==> config.mk <==
export PLATFORM = sky130hd
export DESIGN_NAME = icl_cmd_alarm_status
export DESIGN_NICKNAME = d
export VERILOG_FILES = /design/src/design/icl_cmd_alarm_status.v
export VERILOG_INCLUDE_DIRS = /design/src /design/src/pkg
export SDC_FILE = /design/constraint.sdc
export NUM_CORES = 2
export LEC_CHECK = 0
export ABC_AREA = 1
export BUFFER_PORTS_ARGS = -buffer_cell sky130_fd_sc_hd__buf_2
export CAP_MARGIN = 15
export CORE_ASPECT_RATIO = 0.9
export CORE_UTILIZATION = 40
export DETAILED_ROUTE_END_ITERATION = 10
export SETUP_SLACK_MARGIN = 0.2
export SYNTH_ARGS = -nofsm -noshare
export SYNTH_HDL_FRONTEND = slang
export SYNTH_SLANG_ARGS = --single-unit
==> constraint.sdc <==
create_clock -name i_ref_clk -period 6 [get_ports i_ref_clk]
set_clock_uncertainty 0.15 [all_clocks]
set_input_delay 0 -clock i_ref_clk [delete_from_list [all_inputs] [get_ports i_ref_clk]]
set_output_delay 0 -clock i_ref_clk [all_outputs]
set_load 0.01 [all_outputs]
==> src/pkg/icl_cmd_regs.vh <==
// Register offsets, field positions, reset values and timing counts of the command block
`ifndef ICL_CMD_REGS_VH
`define ICL_CMD_REGS_VH

// Clock rate and documented times
`define ICL_CLK_HZ          10000000
`define ICL_FLASH_TIME_MS   50
`define ICL_POR_TIME_MS     128
`define ICL_FLASH_CYCLES    (`ICL_FLASH_TIME_MS * (`ICL_CLK_HZ / 1000))
`define ICL_POR_CYCLES      (`ICL_POR_TIME_MS * (`ICL_CLK_HZ / 1000))

// Byte addresses on the serial port (even = low byte, odd = high byte)
`define ICL_ADDR_USER_BASE  7'h20
`define ICL_ADDR_USER_LAST  7'h35
`define ICL_ADDR_STATUS     7'h3c
`define ICL_ADDR_COMMAND    7'h3e

// Word index of each user register counted from the base
`define ICL_IDX_X_ACCEL     4'h0
`define ICL_IDX_Y_ACCEL     4'h1
`define ICL_IDX_X_TILT      4'h2
`define ICL_IDX_Y_TILT      4'h3
`define ICL_IDX_VERT        4'h4
`define ICL_IDX_ALARM_CONTROL    4'h5
`define ICL_IDX_ALM_THR1    4'h6
`define ICL_IDX_ALM_SMPL1   4'h8
`define ICL_IDX_AUX_DAC     4'ha
`define ICL_NUM_USER        11
`define ICL_NUM_FLASH       10

// Reset / factory default values
`define ICL_OFFSET_DEFAULT  16'h0000
`define ICL_USER_RESET      16'h0000

// Command register bits
`define ICL_CMD_AUTONULL    0
`define ICL_CMD_FACTORY     1
`define ICL_CMD_DAC_LATCH   2
`define ICL_CMD_FLASH       3
`define ICL_CMD_CLEAR       4
`define ICL_CMD_SWRESET     7
`define ICL_CMD_MASK        8'h9f

// Status register bits
`define ICL_ST_LOW_SUPPLY   0
`define ICL_ST_FLASH_ERR    2
`define ICL_ST_ALARM1       8

// Alarm control fields (alarm k adds 4*k to source/filter, k to rate; output enable and polarity are shared)
`define ICL_ALM_SRC_LSB     0
`define ICL_ALM_FILT_BIT    3
`define ICL_ALM_RATE_BIT    8
`define ICL_ALM_OUT_EN_BIT  10
`define ICL_ALM_OUT_POL_BIT 11

// Alarm sources
`define ICL_SRC_X_ACCEL     3'h1
`define ICL_SRC_Y_ACCEL     3'h2
`define ICL_SRC_X_TILT      3'h3
`define ICL_SRC_Y_TILT      3'h4
`define ICL_SRC_VERT        3'h5
`define ICL_SRC_SUPPLY      3'h6

// Supply code at the low-voltage threshold
`define ICL_LOW_SUPPLY_CODE 12'h4a6

`endif

==> src/design/icl_cmd_alarm_status.v <==
// Command execution, offsets, dual alarm and status logic behind the serial port
`timescale 1ns/1ps
`include "icl_cmd_regs.vh"
module icl_cmd_alarm_status #(
    parameter FLASH_CYCLES = `ICL_FLASH_CYCLES,
    parameter POR_CYCLES   = `ICL_POR_CYCLES
) (
    // Clock and reset
    input  wire        i_ref_clk,
    input  wire        i_rst_n,
    // Serial port, mode 3
    input  wire        i_spi_sclk,
    input  wire        i_spi_cs_n,
    input  wire        i_spi_mosi,
    output reg         o_spi_miso,
    output wire        o_spi_miso_oe,
    // Sensor results from the signal chain
    input  wire        i_sample_valid,
    input  wire [15:0] i_x_accel_result,
    input  wire [15:0] i_y_accel_result,
    input  wire [15:0] i_x_tilt_result,
    input  wire [15:0] i_y_tilt_result,
    input  wire [15:0] i_vertical_angle_result,
    input  wire [11:0] i_supply_result,
    // Flash and supply monitors
    input  wire        i_flash_fault,
    input  wire        i_vdd_above_low,
    input  wire        i_vdd_above_high,
    // Offsets, DAC and alarm outputs
    output wire [15:0] o_x_accel_offset,
    output wire [15:0] o_y_accel_offset,
    output wire [15:0] o_x_tilt_offset,
    output wire [15:0] o_y_tilt_offset,
    output wire [15:0] o_vertical_angle_offset,
    output reg  [11:0] o_dac_level,
    output reg  [1:0]  o_alarm,
    output reg         o_alarm_pin,
    // Processor control
    output reg         o_core_restart,
    output reg         o_por_reset,
    output wire        o_busy
);
    localparam ST_IDLE  = 1'b0;
    localparam ST_FLASH = 1'b1;
    localparam [23:0] FLASH_LAST = FLASH_CYCLES[23:0] - 24'h000001;
    localparam [23:0] POR_LAST   = POR_CYCLES[23:0] - 24'h000001;

    reg  [15:0] ureg [0:`ICL_NUM_USER-1];
    reg  [15:0] nv   [0:`ICL_NUM_FLASH-1];
    reg  [7:0]  cmd_pend;
    reg         state;
    reg  [23:0] flash_cnt;
    reg  [15:0] status;
    reg         flash_fail;
    reg         clear_req;
    integer     i;

    // Two-flop synchronisers; third flop only feeds the sclk edge detector
    reg [2:0] sclk_q;
    reg [1:0] cs_q;
    reg [1:0] mosi_q;
    reg [1:0] vlo_q;
    reg [1:0] vhi_q;
    always @(posedge i_ref_clk or negedge i_rst_n) begin
        if (!i_rst_n) begin
            sclk_q <= 3'h7;
            cs_q   <= 2'h3;
            mosi_q <= 2'h0;
            vlo_q  <= 2'h0;
            vhi_q  <= 2'h0;
        end else begin
            sclk_q <= {sclk_q[1:0], i_spi_sclk};
            cs_q   <= {cs_q[0], i_spi_cs_n};
            mosi_q <= {mosi_q[0], i_spi_mosi};
            vlo_q  <= {vlo_q[0], i_vdd_above_low};
            vhi_q  <= {vhi_q[0], i_vdd_above_high};
        end
    end
    wire sel_n   = cs_q[1];
    wire sclk_up = sclk_q[1] & ~sclk_q[2];
    wire sclk_dn = ~sclk_q[1] & sclk_q[2];

    // Serial frame: bit 15 write, 14:8 address, 7:0 data
    reg  [15:0] rx_sh;
    reg  [3:0]  bit_cnt;
    reg  [15:0] tx_word;
    reg  [15:0] tx_sh;
    reg         frame_done;
    reg  [15:0] frame;
    reg         prev_sel_n;
    always @(posedge i_ref_clk or negedge i_rst_n) begin
        if (!i_rst_n) begin
            rx_sh <= 16'h0000; bit_cnt <= 4'h0; tx_sh <= 16'h0000;
            frame_done <= 1'b0; frame <= 16'h0000; o_spi_miso <= 1'b0; prev_sel_n <= 1'b1;
        end else begin
            frame_done <= 1'b0;
            prev_sel_n <= sel_n;
            if (sel_n) begin
                bit_cnt <= 4'h0;
            end else if (prev_sel_n) begin
                tx_sh <= tx_word;
            end else begin
                if (sclk_dn) begin
                    o_spi_miso <= tx_sh[15];
                    tx_sh      <= {tx_sh[14:0], 1'b0};
                end
                if (sclk_up) begin
                    rx_sh   <= {rx_sh[14:0], mosi_q[1]};
                    bit_cnt <= bit_cnt + 4'h1;
                    if (bit_cnt == 4'hf) begin
                        frame_done <= 1'b1;
                        frame      <= {rx_sh[14:0], mosi_q[1]};
                    end
                end
            end
        end
    end
    assign o_spi_miso_oe = ~sel_n;

    wire       wr_en   = frame_done & frame[15];
    wire       rd_en   = frame_done & ~frame[15];
    wire [6:0] addr    = frame[14:8];
    wire [7:0] wdata   = frame[7:0];
    wire [6:0] rel     = addr - `ICL_ADDR_USER_BASE;
    wire [3:0] idx     = rel[4:1];
    wire       in_user = (addr >= `ICL_ADDR_USER_BASE) && (addr <= `ICL_ADDR_USER_LAST);
    wire       busy    = (state != ST_IDLE) || (cmd_pend != 8'h00);
    wire       st_hit  = ({addr[6:1], 1'b0} == `ICL_ADDR_STATUS);
    wire       st_read = rd_en && st_hit;
    assign o_busy = busy;

    // Read data is returned in the following frame
    always @(posedge i_ref_clk or negedge i_rst_n) begin
        if (!i_rst_n) begin
            tx_word <= 16'h0000;
        end else if (rd_en) begin
            if (in_user)
                tx_word <= ureg[idx];
            else if (st_hit)
                tx_word <= status;
            else if ({addr[6:1], 1'b0} == `ICL_ADDR_COMMAND)
                tx_word <= {8'h00, cmd_pend};
            else
                tx_word <= 16'h0000;
        end
    end

    // Power-on window watchdog
    reg [23:0] por_cnt;
    always @(posedge i_ref_clk or negedge i_rst_n) begin
        if (!i_rst_n) begin
            por_cnt     <= 24'h000000;
            o_por_reset <= 1'b0;
        end else begin
            o_por_reset <= 1'b0;
            if (!vlo_q[1] || vhi_q[1]) begin
                por_cnt <= 24'h000000;
            end else if (por_cnt == POR_LAST) begin
                por_cnt     <= 24'h000000;
                o_por_reset <= 1'b1;
            end else begin
                por_cnt <= por_cnt + 24'h000001;
            end
        end
    end

    // Command execution and register file
    wire [15:0] sense [0:4];
    assign sense[0] = i_x_accel_result;
    assign sense[1] = i_y_accel_result;
    assign sense[2] = i_x_tilt_result;
    assign sense[3] = i_y_tilt_result;
    assign sense[4] = i_vertical_angle_result;
    wire flash_err = status[`ICL_ST_FLASH_ERR];
    wire do_reset  = cmd_pend[`ICL_CMD_SWRESET] | o_por_reset;

    always @(posedge i_ref_clk or negedge i_rst_n) begin
        if (!i_rst_n) begin
            for (i = 0; i < `ICL_NUM_USER; i = i + 1) ureg[i] <= `ICL_USER_RESET;
            for (i = 0; i < `ICL_NUM_FLASH; i = i + 1) nv[i] <= `ICL_USER_RESET;
            cmd_pend <= 8'h00; state <= ST_IDLE; flash_cnt <= 24'h000000;
            o_dac_level <= 12'h000; o_core_restart <= 1'b0;
            flash_fail <= 1'b0; clear_req <= 1'b0;
        end else begin
            o_core_restart <= 1'b0;
            flash_fail     <= 1'b0;
            clear_req      <= 1'b0;
            if (wr_en && in_user) begin
                if (addr[0]) ureg[idx][15:8] <= wdata;
                else         ureg[idx][7:0]  <= wdata;
            end
            if (wr_en && addr == `ICL_ADDR_COMMAND && !busy)
                cmd_pend <= wdata & `ICL_CMD_MASK;
            if (do_reset) begin
                for (i = 0; i < `ICL_NUM_FLASH; i = i + 1) ureg[i] <= nv[i];
                ureg[`ICL_IDX_AUX_DAC] <= `ICL_USER_RESET;
                o_core_restart <= 1'b1;
                cmd_pend <= 8'h00;
                state    <= ST_IDLE;
            end else if (state == ST_FLASH) begin
                if (flash_cnt == FLASH_LAST) begin
                    if (i_flash_fault)
                        flash_fail <= 1'b1;
                    else
                        for (i = 0; i < `ICL_NUM_FLASH; i = i + 1) nv[i] <= ureg[i];
                    cmd_pend[`ICL_CMD_FLASH] <= 1'b0;
                    state <= ST_IDLE;
                end else begin
                    flash_cnt <= flash_cnt + 24'h000001;
                end
            end else if (cmd_pend[`ICL_CMD_CLEAR]) begin
                clear_req <= 1'b1;
                cmd_pend[`ICL_CMD_CLEAR] <= 1'b0;
            end else if (cmd_pend[`ICL_CMD_FACTORY]) begin
                for (i = 0; i < 5; i = i + 1) ureg[i] <= `ICL_OFFSET_DEFAULT;
                cmd_pend[`ICL_CMD_FACTORY] <= 1'b0;
            end else if (cmd_pend[`ICL_CMD_AUTONULL]) begin
                for (i = 0; i < 5; i = i + 1) ureg[i] <= 16'h0000 - sense[i];
                cmd_pend[`ICL_CMD_AUTONULL] <= 1'b0;
                cmd_pend[`ICL_CMD_FLASH]    <= 1'b1;
            end else if (cmd_pend[`ICL_CMD_DAC_LATCH]) begin
                o_dac_level <= ureg[`ICL_IDX_AUX_DAC][11:0];
                cmd_pend[`ICL_CMD_DAC_LATCH] <= 1'b0;
            end else if (cmd_pend[`ICL_CMD_FLASH]) begin
                // An unread flash error locks the store until status is read or the clear command runs
                if (flash_err) begin
                    cmd_pend[`ICL_CMD_FLASH] <= 1'b0;
                end else begin
                    flash_cnt <= 24'h000000;
                    state     <= ST_FLASH;
                end
            end
        end
    end

    assign o_x_accel_offset        = ureg[`ICL_IDX_X_ACCEL];
    assign o_y_accel_offset        = ureg[`ICL_IDX_Y_ACCEL];
    assign o_x_tilt_offset         = ureg[`ICL_IDX_X_TILT];
    assign o_y_tilt_offset         = ureg[`ICL_IDX_Y_TILT];
    assign o_vertical_angle_offset = ureg[`ICL_IDX_VERT];

    // Two alarms
    wire [15:0] alarm_control = ureg[`ICL_IDX_ALARM_CONTROL];
    wire [1:0]  alm_set;
    genvar k;
    generate
        for (k = 0; k < 2; k = k + 1) begin : g_alm
            wire [2:0]  src  = alarm_control[`ICL_ALM_SRC_LSB + 4*k +: 3];
            wire        angl = (src == `ICL_SRC_X_TILT) || (src == `ICL_SRC_Y_TILT) ||
                               (src == `ICL_SRC_VERT);
            wire        filt_on = alarm_control[`ICL_ALM_FILT_BIT + 4*k] | angl;
            wire        rate = alarm_control[`ICL_ALM_RATE_BIT + k];
            wire [15:0] mag  = ureg[`ICL_IDX_ALM_THR1 + k];
            wire [7:0]  nds  = ureg[`ICL_IDX_ALM_SMPL1 + k][7:0];
            wire [7:0]  last = (nds == 8'h00) ? 8'h00 : nds - 8'h01;
            reg  [15:0] raw;
            reg  signed [15:0] filt;
            reg  signed [15:0] prev;
            reg  signed [24:0] acc;
            reg  [7:0]  cnt;
            reg         hit;
            always @* begin
                case (src)
                    `ICL_SRC_X_ACCEL: raw = i_x_accel_result;
                    `ICL_SRC_Y_ACCEL: raw = i_y_accel_result;
                    `ICL_SRC_X_TILT:  raw = i_x_tilt_result;
                    `ICL_SRC_Y_TILT:  raw = i_y_tilt_result;
                    `ICL_SRC_VERT:    raw = i_vertical_angle_result;
                    `ICL_SRC_SUPPLY:  raw = {4'h0, i_supply_result};
                    default:          raw = 16'h0000;
                endcase
            end
            // Recursive half-weight average of the source and the previous filter output stands in as the filtered view of the source
            wire signed [16:0] fsum = $signed({raw[15], raw}) + $signed({filt[15], filt});
            wire signed [15:0] fnew = fsum[16:1];
            wire signed [15:0] val  = filt_on ? fnew : $signed(raw);
            wire signed [15:0] thr  = {mag[14], mag[14:0]};
            wire signed [24:0] dif  = $signed({{9{val[15]}}, val}) - $signed({{9{prev[15]}}, prev});
            wire signed [24:0] acn  = acc + dif;
            // Sum compared with threshold times count avoids a divider
            wire signed [24:0] lim  = thr * $signed({1'b0, (nds == 8'h00) ? 8'h01 : nds});
            wire signed [24:0] cmpv = rate ? acn : $signed({{9{val[15]}}, val});
            wire signed [24:0] cmpt = rate ? lim : $signed({{9{thr[15]}}, thr});
            wire trip = mag[15] ? (cmpv > cmpt) : (cmpv < cmpt);
            always @(posedge i_ref_clk or negedge i_rst_n) begin
                if (!i_rst_n) begin
                    filt <= 16'h0000; prev <= 16'h0000; acc <= 25'h0000000;
                    cnt <= 8'h00; hit <= 1'b0;
                end else if (i_sample_valid && src != 3'h0) begin
                    filt <= fnew;
                    prev <= val;
                    if (!rate) begin
                        hit <= trip;
                    end else if (cnt >= last) begin
                        hit <= trip;
                        acc <= 25'h0000000;
                        cnt <= 8'h00;
                    end else begin
                        acc <= acn;
                        cnt <= cnt + 8'h01;
                    end
                end else if (src == 3'h0) begin
                    hit <= 1'b0;
                end
            end
            assign alm_set[k] = hit;
        end
    endgenerate

    // Status flags: hardware set wins over any clear in the same cycle
    wire low_now = i_sample_valid && (i_supply_result <= `ICL_LOW_SUPPLY_CODE);
    always @(posedge i_ref_clk or negedge i_rst_n) begin
        if (!i_rst_n) begin
            status <= 16'h0000; o_alarm <= 2'h0; o_alarm_pin <= 1'b0;
        end else begin
            o_alarm     <= alm_set;
            o_alarm_pin <= ((|alm_set) & alarm_control[`ICL_ALM_OUT_EN_BIT]) ^
                           ~alarm_control[`ICL_ALM_OUT_POL_BIT];
            if (clear_req)
                status <= 16'h0000;
            if (st_read)
                status[`ICL_ST_FLASH_ERR] <= 1'b0;
            if (i_sample_valid && !low_now)
                status[`ICL_ST_LOW_SUPPLY] <= 1'b0;
            if (low_now)
                status[`ICL_ST_LOW_SUPPLY] <= 1'b1;
            if (flash_fail)
                status[`ICL_ST_FLASH_ERR] <= 1'b1;
            if (alm_set[0]) status[`ICL_ST_ALARM1] <= 1'b1;
            if (alm_set[1]) status[`ICL_ST_ALARM1 + 1] <= 1'b1;
        end
    end
endmodule // icl_cmd_alarm_status

After elaboration in Yosys (flattened, before gate mapping)
Index checks and enable logic that the tools add are counted.
{"block": "word_totals", "wordCells": 301, "output_inout_bits": 100, "regBits": 629, "input_bits": 101}
{"block": "op_classes", "muxes": 110, "eq_ne": 27, "n_lt_le_gt_ge": 11, "n_bitwise": 22, "multipliers": 2, "n_reduce_logical": 50, "addsub": 19}
{"op": "two-way mux 80 bit", "count": 5}
{"op": "bitwise mux 176 bit", "count": 2}
{"op": "two-way mux 176 bit", "count": 2}
{"op": "two-way mux 24 bit", "count": 10}
{"op": "one-hot mux 16 bit (6 select lines)", "count": 2}
{"op": "two-way mux 25 bit", "count": 6}
{"op": "demux 16 bit (select 4 bit)", "count": 2}
{"op": "two-way mux 16 bit", "count": 8}
{"op": "two-way mux 96 bit", "count": 1}
{"op": "subtractor 1 x 16 -> 16 bit (first input constant)", "count": 5}
{"op": "two-way mux 8 bit", "count": 9}
{"op": "binary-select mux 16 bit (select 4 bit)", "count": 1}
{"op": "two-way mux 1 bit", "count": 52}
{"op": "adder 25 x 17 -> 25 bit", "count": 2}
{"op": "> comparator 25 bit", "count": 2}
{"op": "less-than comparator 25 bit", "count": 2}
{"op": "adder 24 x 1 -> 24 bit (second input constant)", "count": 2}
{"op": "multiplier 15 x 9 -> 24 bit", "count": 2}
{"op": "adder 16 x 16 -> 17 bit", "count": 2}
{"op": "subtractor 16 x 16 -> 17 bit", "count": 2}
{"op": "== test 24 x 19 -> 1 bit (second input constant)", "count": 1}
{"op": "== test 24 x 21 -> 1 bit (second input constant)", "count": 1}
{"op": "two-way mux 10 bit", "count": 2}
{"op": "== test 3 bit (second input constant)", "count": 6}
{"op": "41 further kinds", "count": 112}

Logic depth before layout (Yosys ltp)
{"block": "logic_depth", "depth_word": 14, "mapped_depth": 47, "ltp_nobuf": 45}

Least setup slack after synthesis
OpenSTA, ideal clock, no wires.
{"block": "synth_path", "kind": "register -> register", "startpoint": "reg ureg (netlist bit g_alm[0].nds[5])", "endpoint": "reg g_alm[0].hit", "path_buffers": 2, "required_time_ns": 5.734, "setup_ns": 0.116, "path_stages_with_launch": 36, "setup_slack_ns": -0.538, "arrival_time_ns": 6.271, "period_less_slack_ns": 6.538, "cell_sequence": "dfrtp_1 clkbuf_1 nor2_1 nand2_1 inv_1 nand4_1 inv_1 nor2_1 clkbuf_1 nand2_1 fa_1 fa_1 fa_1 fa_1 inv_1 ha_1 a21oi_1 nand2_1 a21oi_1 o21ai_0 a21oi_1 o21ai_0 xor2_1 nand2_1 nand2_1 ha_1 nand2_1 nor2_1 nand2_1 or2_2 nand4_1 nand2_1 nand2_1 nand2_1 nand2_1 nand2_1"}
{"block": "synth_via", "elab_chain_len": 9, "elab_cells_between_ends": 15, "cone_classes": "add/sub: 1; mul: 1; order compare: 3; eq/ne: 1; mux: 7; reduce/logical: 2"}
{"item": "start: declaration", "line_no": "icl_cmd_alarm_status.v:48", "source": "reg [15:0] ureg [0:`ICL_NUM_USER-1];"}
{"item": "start signal: indexed assignment", "line_no": "icl_cmd_alarm_status.v:189", "source": "if (addr[0]) ureg[idx][15:8] <= wdata;"}
{"item": "start signal: indexed assignment", "line_no": "icl_cmd_alarm_status.v:190", "source": "else ureg[idx][7:0] <= wdata;"}
{"item": "start signal: indexed assignment", "line_no": "icl_cmd_alarm_status.v:196", "source": "ureg[`ICL_IDX_AUX_DAC] <= `ICL_USER_RESET;"}
{"item": "zero test 8 bit", "line_no": "icl_cmd_alarm_status.v:255, icl_cmd_alarm_status.v:281"}
{"item": "two-way mux 8 bit", "line_no": "icl_cmd_alarm_status.v:281", "source": "wire signed [24:0] lim = thr * $signed({1'b0, (nds == 8'h00) ? 8'h01 : nds});"}
{"item": "multiplier 15 x 9 -> 24 bit", "line_no": "icl_cmd_alarm_status.v:281"}
{"item": "two-way mux 25 bit", "line_no": "icl_cmd_alarm_status.v:283", "source": "wire signed [24:0] cmpt = rate ? lim : $signed({{9{thr[15]}}, thr});"}
{"item": "less-than comparator 25 bit / > comparator 25 bit (equally long branches)", "line_no": "icl_cmd_alarm_status.v:284", "source": "wire trip = mag[15] ? (cmpv > cmpt) : (cmpv < cmpt);"}
{"item": "two-way mux 1 bit", "line_no": "icl_cmd_alarm_status.v:284"}
{"item": "two-way mux 1 bit", "line_no": "icl_cmd_alarm_status.v:294", "source": "end else if (cnt >= last) begin"}
{"item": "two-way mux 1 bit", "line_no": "icl_cmd_alarm_status.v:292", "source": "if (!rate) begin"}
{"item": "two-way mux 1 bit", "line_no": "icl_cmd_alarm_status.v:289", "source": "end else if (i_sample_valid && src != 3'h0) begin"}
{"item": "end signal: assignment", "line_no": "icl_cmd_alarm_status.v:293", "source": "hit <= trip;"}
{"item": "end signal: assignment", "line_no": "icl_cmd_alarm_status.v:295", "source": "hit <= trip;"}
{"item": "end: declaration", "line_no": "icl_cmd_alarm_status.v:261", "source": "reg hit;"}
Several ways; a longest one is shown, not always the timed one. The select of a mux whose other input is x is not followed.
A chain may end at the register's enable or synchronous reset.

Worst setup path after layout
{"block": "layout_path", "startpoint": "reg ureg (netlist bit alarm_control[6])", "endpoint": "reg g_alm[1].hit"}
{"block": "layout_via", "elab_chain_len": 13, "elab_cells_between_ends": 27, "cone_classes": "add/sub: 3; order compare: 2; eq/ne: 7; mux: 7; bitwise: 1; reduce/logical: 7"}
{"item": "parallel branches: the longest is 13 deep, another holds adder 25 x 17 -> 25 bit"}
{"item": "end signal: assignment", "line_no": "icl_cmd_alarm_status.v:293"}
{"item": "end signal: assignment", "line_no": "icl_cmd_alarm_status.v:295"}
{"item": "end: declaration", "line_no": "icl_cmd_alarm_status.v:261"}
Parallel ways; which one is timed is not known. The select of a mux whose other input is x is not followed.

==> metrics.yaml <==
cts-buffers-inserted: 74
path_delay_family: "simple AND/OR/NAND/NOR gates"
pin_count: 201
synth_enable_flop_cells: 0
place.gp.congestion: 1.032
die_height_um: 332.8
final.period_utilization_pct: 108.8
final_nets: 7951
slew-limit-headroom_pct: 22.46
route.detailed.vias_per_inst: 5.410
clock_buffer_depth: 3
placed_cell_area_mm2: 0.05585
grt_first_pass_wirelength_um: 284000
clk_pin_slew_worst_paths_ns: 0.06
final_cell_mix: "sky130_fd_sc_hd__nand2_1, sky130_fd_sc_hd__inv_1, sky130_fd_sc_hd__buf_4"
number_of_flip_flops_and_latches_in_the_synthesized_netlist: 627
setup_viol: 3
clk_lat_worst_skew_ns: 0.72
place.detailed.instances: 8559
syn_to_final_growth_pct: 29.89
power.share.combinational_pct: 11.6
power.net_switching_w: 0.002791
power.density_mw_per_mm2: 164.8
critical_path_required_ns: 6.43
sw_frac_of_total_pct: 26.81
netlist.top_cell.by_area: "sky130_fd_sc_hd__dfrtp_1"
maxCapViolations: 0
buffer_ports.inserted: 200
fmax_ghz: 0.1532
grt_pass1_vias: 46990
hold_path.class: "in -> reg"
route.vias.total: 48690
syn_nets: 7029
timing.final.max_slew_violations: 0
synth-async-reset-ratio_pct: 100.0
clock_tree_from_tritoncts: "built"
synthDistinctLibCells: 59
ant_nets: 0
endpoint_kind: "flip-flop"
path_buf_inv: 9
finalWirelength_um: 186700
ctsRootBufferMaster: "sky130_fd_sc_hd__clkbuf_16"
worst_path_largest_cell_delay_ns: 0.50
h_tree_levels: 3
share_of_total_power_in_the_clock_network_pct: 46.5
synth.area.top_cells: "sky130_fd_sc_hd__dfrtp_1, sky130_fd_sc_hd__nand2_1, sky130_fd_sc_hd__fa_1, sky130_fd_sc_hd__inv_1, sky130_fd_sc_hd__ha_1"
worst_setup_path_category: "reg -> reg"
gr-usage-all-layers_pct: 29.99
synth.yosys.warnings: 0
number_of_sinks_handled_by_clock_tree_synthesis: 627
grt_max_degree: 170
yosys.area.top_type_share_pct: 31.96
peakVddDrop_mv: 0.2548
netlist_area_mm2: 0.04863
outcome: "complete, but fails checks"
p_int_w: 0.007619
final.setup.worst_slack_ns: -0.5271
core-area_mm2: 0.1198
synthesis.area_per_instance_um2: 7.562
final_common_cell: "sky130_fd_sc_hd__nand2_1"
critPathMostFrequentCell: "sky130_fd_sc_hd__nand2_1"
fp.dieW_um: 369.5
number_of_rows_in_the_core_area: 120
rsz0062_at_grt: "yes"
timing.critical_path.from_type: "flip-flop"
post_route_cells_drive_above_1_share_pct: 22.28
worst_pin_slew_ns: 1.163
crit_path_top_delay_cell: "sky130_fd_sc_hd__dfrtp_2"
violations_in_the_final_reports: "DRC, setup timing"
yosys_most_used_dff: "sky130_fd_sc_hd__dfrtp_1"
detailedRoute.firstPassIterationCount: 9
finish.instance_area_mm2: 0.06316
power_leakage_nw: 31.66
fp.dieArea_mm2: 0.1230
drt-initial-drc-count: 4641
worst-path-max-fanout: 7
initial_core_util_pct: 40.58
globalRouteOverflowTotal: 0
final-hold-violation-count: 0
synth_seq_area_share_pct: 32.28
hpwlAfterDp_um: 140000
cp_data_arrival_time_ns: 6.96
syn_inst: 6430
drc_errors: 6
power.share.sequential_pct: 41.9
final-instance-count-excl-fill: 9001
antenna_violations_before_repair: 5
route.detailed.wl_per_inst_um: 20.75
post-place-ws_ns: -1.368
fin_crit_ns: 6.527
-- state kept, by name, indices dropped and copies added (netlist names), 24 cells and up --
name        count
flash_cnt      24
g_alm.acc      50
g_alm.filt     32
g_alm.mag      32
g_alm.prev     32
nv            160
por_cnt        24
ureg           32
-- final cells by class --
| class | instances | area [um^2] |
|---|---|---|
| diodes | 6 | 15.01 |
| clock buffers | 99 | 2096 |
| clock inverters | 34 | 494.2 |
| fillers | 11380 | 56650 |
| inverters | 1053 | 3976 |
| multi-input cells | 4412 | 29580 |
| flip-flops and latches | 627 | 15710 |
| well taps | 1586 | 1984 |
| repair buffers | 1183 | 9300 |
| repair inverters | 1 | 7.507 |
-- per-stage QoR --
step | util [%] | TNS [ns] | power [W] | hold slack, ns
finish | 52.72 | -1.185 | 0.01041 | 0.03408
global route | 52.70 | -2.021 | 0.01076 | 0.04519
CTS | 51.68 | -4.637 | 0.01042 | 0.001547
detailed placement | 46.62 | -3.384 | 0.005444 | -0.1695
global placement | 46.62 | -4.040 | 0.005432 | -0.1727
floorplan | - | 0 | 0.004890 | -0.4456
-- per-layer routing --
metal,vias to the layer above,wire (um),track usage [%]
met5,-,0,0
met4,0,8497,11.69
met3,426,16750,6.510
met2,2004,78920,43.92
met1,23560,82570,42.83
li1,22710,-,-
-- cells by family after synthesis --
logic type,share of synthesized area [%]
multiplexers,0.8568
buffers and inverters,11.57
XOR/XNOR,2.071
flip-flops,32.28
adder cells (fa/ha/maj),16.55
AND/OR/NAND/NOR,20.72
AO/OA/AOI/OAI,15.95
-- worst paths after layout --
path                       slack (ns)           startpoint                   to  cells past startpoint
setup / recovery                -0.53     alarm_control[6]         g_alm[1].hit                     40
hold / removal                   0.03  i_x_accel_result[6]  o_x_accel_offset[6]                      7
setup reg to reg                -0.53     alarm_control[6]         g_alm[1].hit                     40
hold reg to reg                  0.19             vhi_q[0]             vhi_q[1]                      0
max in group asynchronous        4.07              i_rst_n     g_alm[0].mag[12]                      5
min in group asynchronous        0.37              i_rst_n             vhi_q[1]                      4
-- repair_timing --
action / 4_1_cts / 5_1_grt
pin swaps: 109 / 58
hold endpoints to repair: 623 / 0
hold buffers: 167 / 0
setup endpoints to repair: 16 / 32
setup buffers: 97 / 34
resized for setup: 220 / 207
cloned: 2 / 2
-- synthesized netlist by cell type (all sizes together) (4+ instances only) --
cell type	count
a22oi	92
mux2	37
nor4	42
and3	4
nand3	268
clkinv	8
dfstp	6
inv	1045
nor3	85
xor2	75
o211ai	26
fa	242
o21bai	20
nand4	71
o21ai	590
o22a	6
clkbuf	170
o22ai	164
o221ai	11
a21boi	12
buf	169
nand2	1448
a22o	4
a31oi	99
a21oi	278
o31ai	19
xnor2	40
or2	31
dfrtp	621
nor2	443
a211oi	4
a21o	16
o21a	8
ha	256
-- worst reg2reg max path: cells and delay by family, from the launching register on --
kind / cells / cell delay (ns)
and+or+nand+nor: 25 / 3.21
adders and majority gates: 4 / 1.29
buffers and inverters: 9 / 0.96
DFF: 1 / 0.50
xor gates and xnor gates: 1 / 0.19
AOI/OAI and AO/OA: 1 / 0.11
-- power by group through the flow --
stage | combinational [W] | sequential, W | clock, W
CTS | 0.00114 | 0.00436 | 0.00492
global placement | 0.000997 | 0.00443 | 0
floorplan | 0.000466 | 0.00442 | 0
finish | 0.00121 | 0.00436 | 0.00484
detailed placement | 0.00101 | 0.00444 | 0
global route | 0.00133 | 0.00437 | 0.00506
Note: power is estimated with default switching activity, not from simulation.
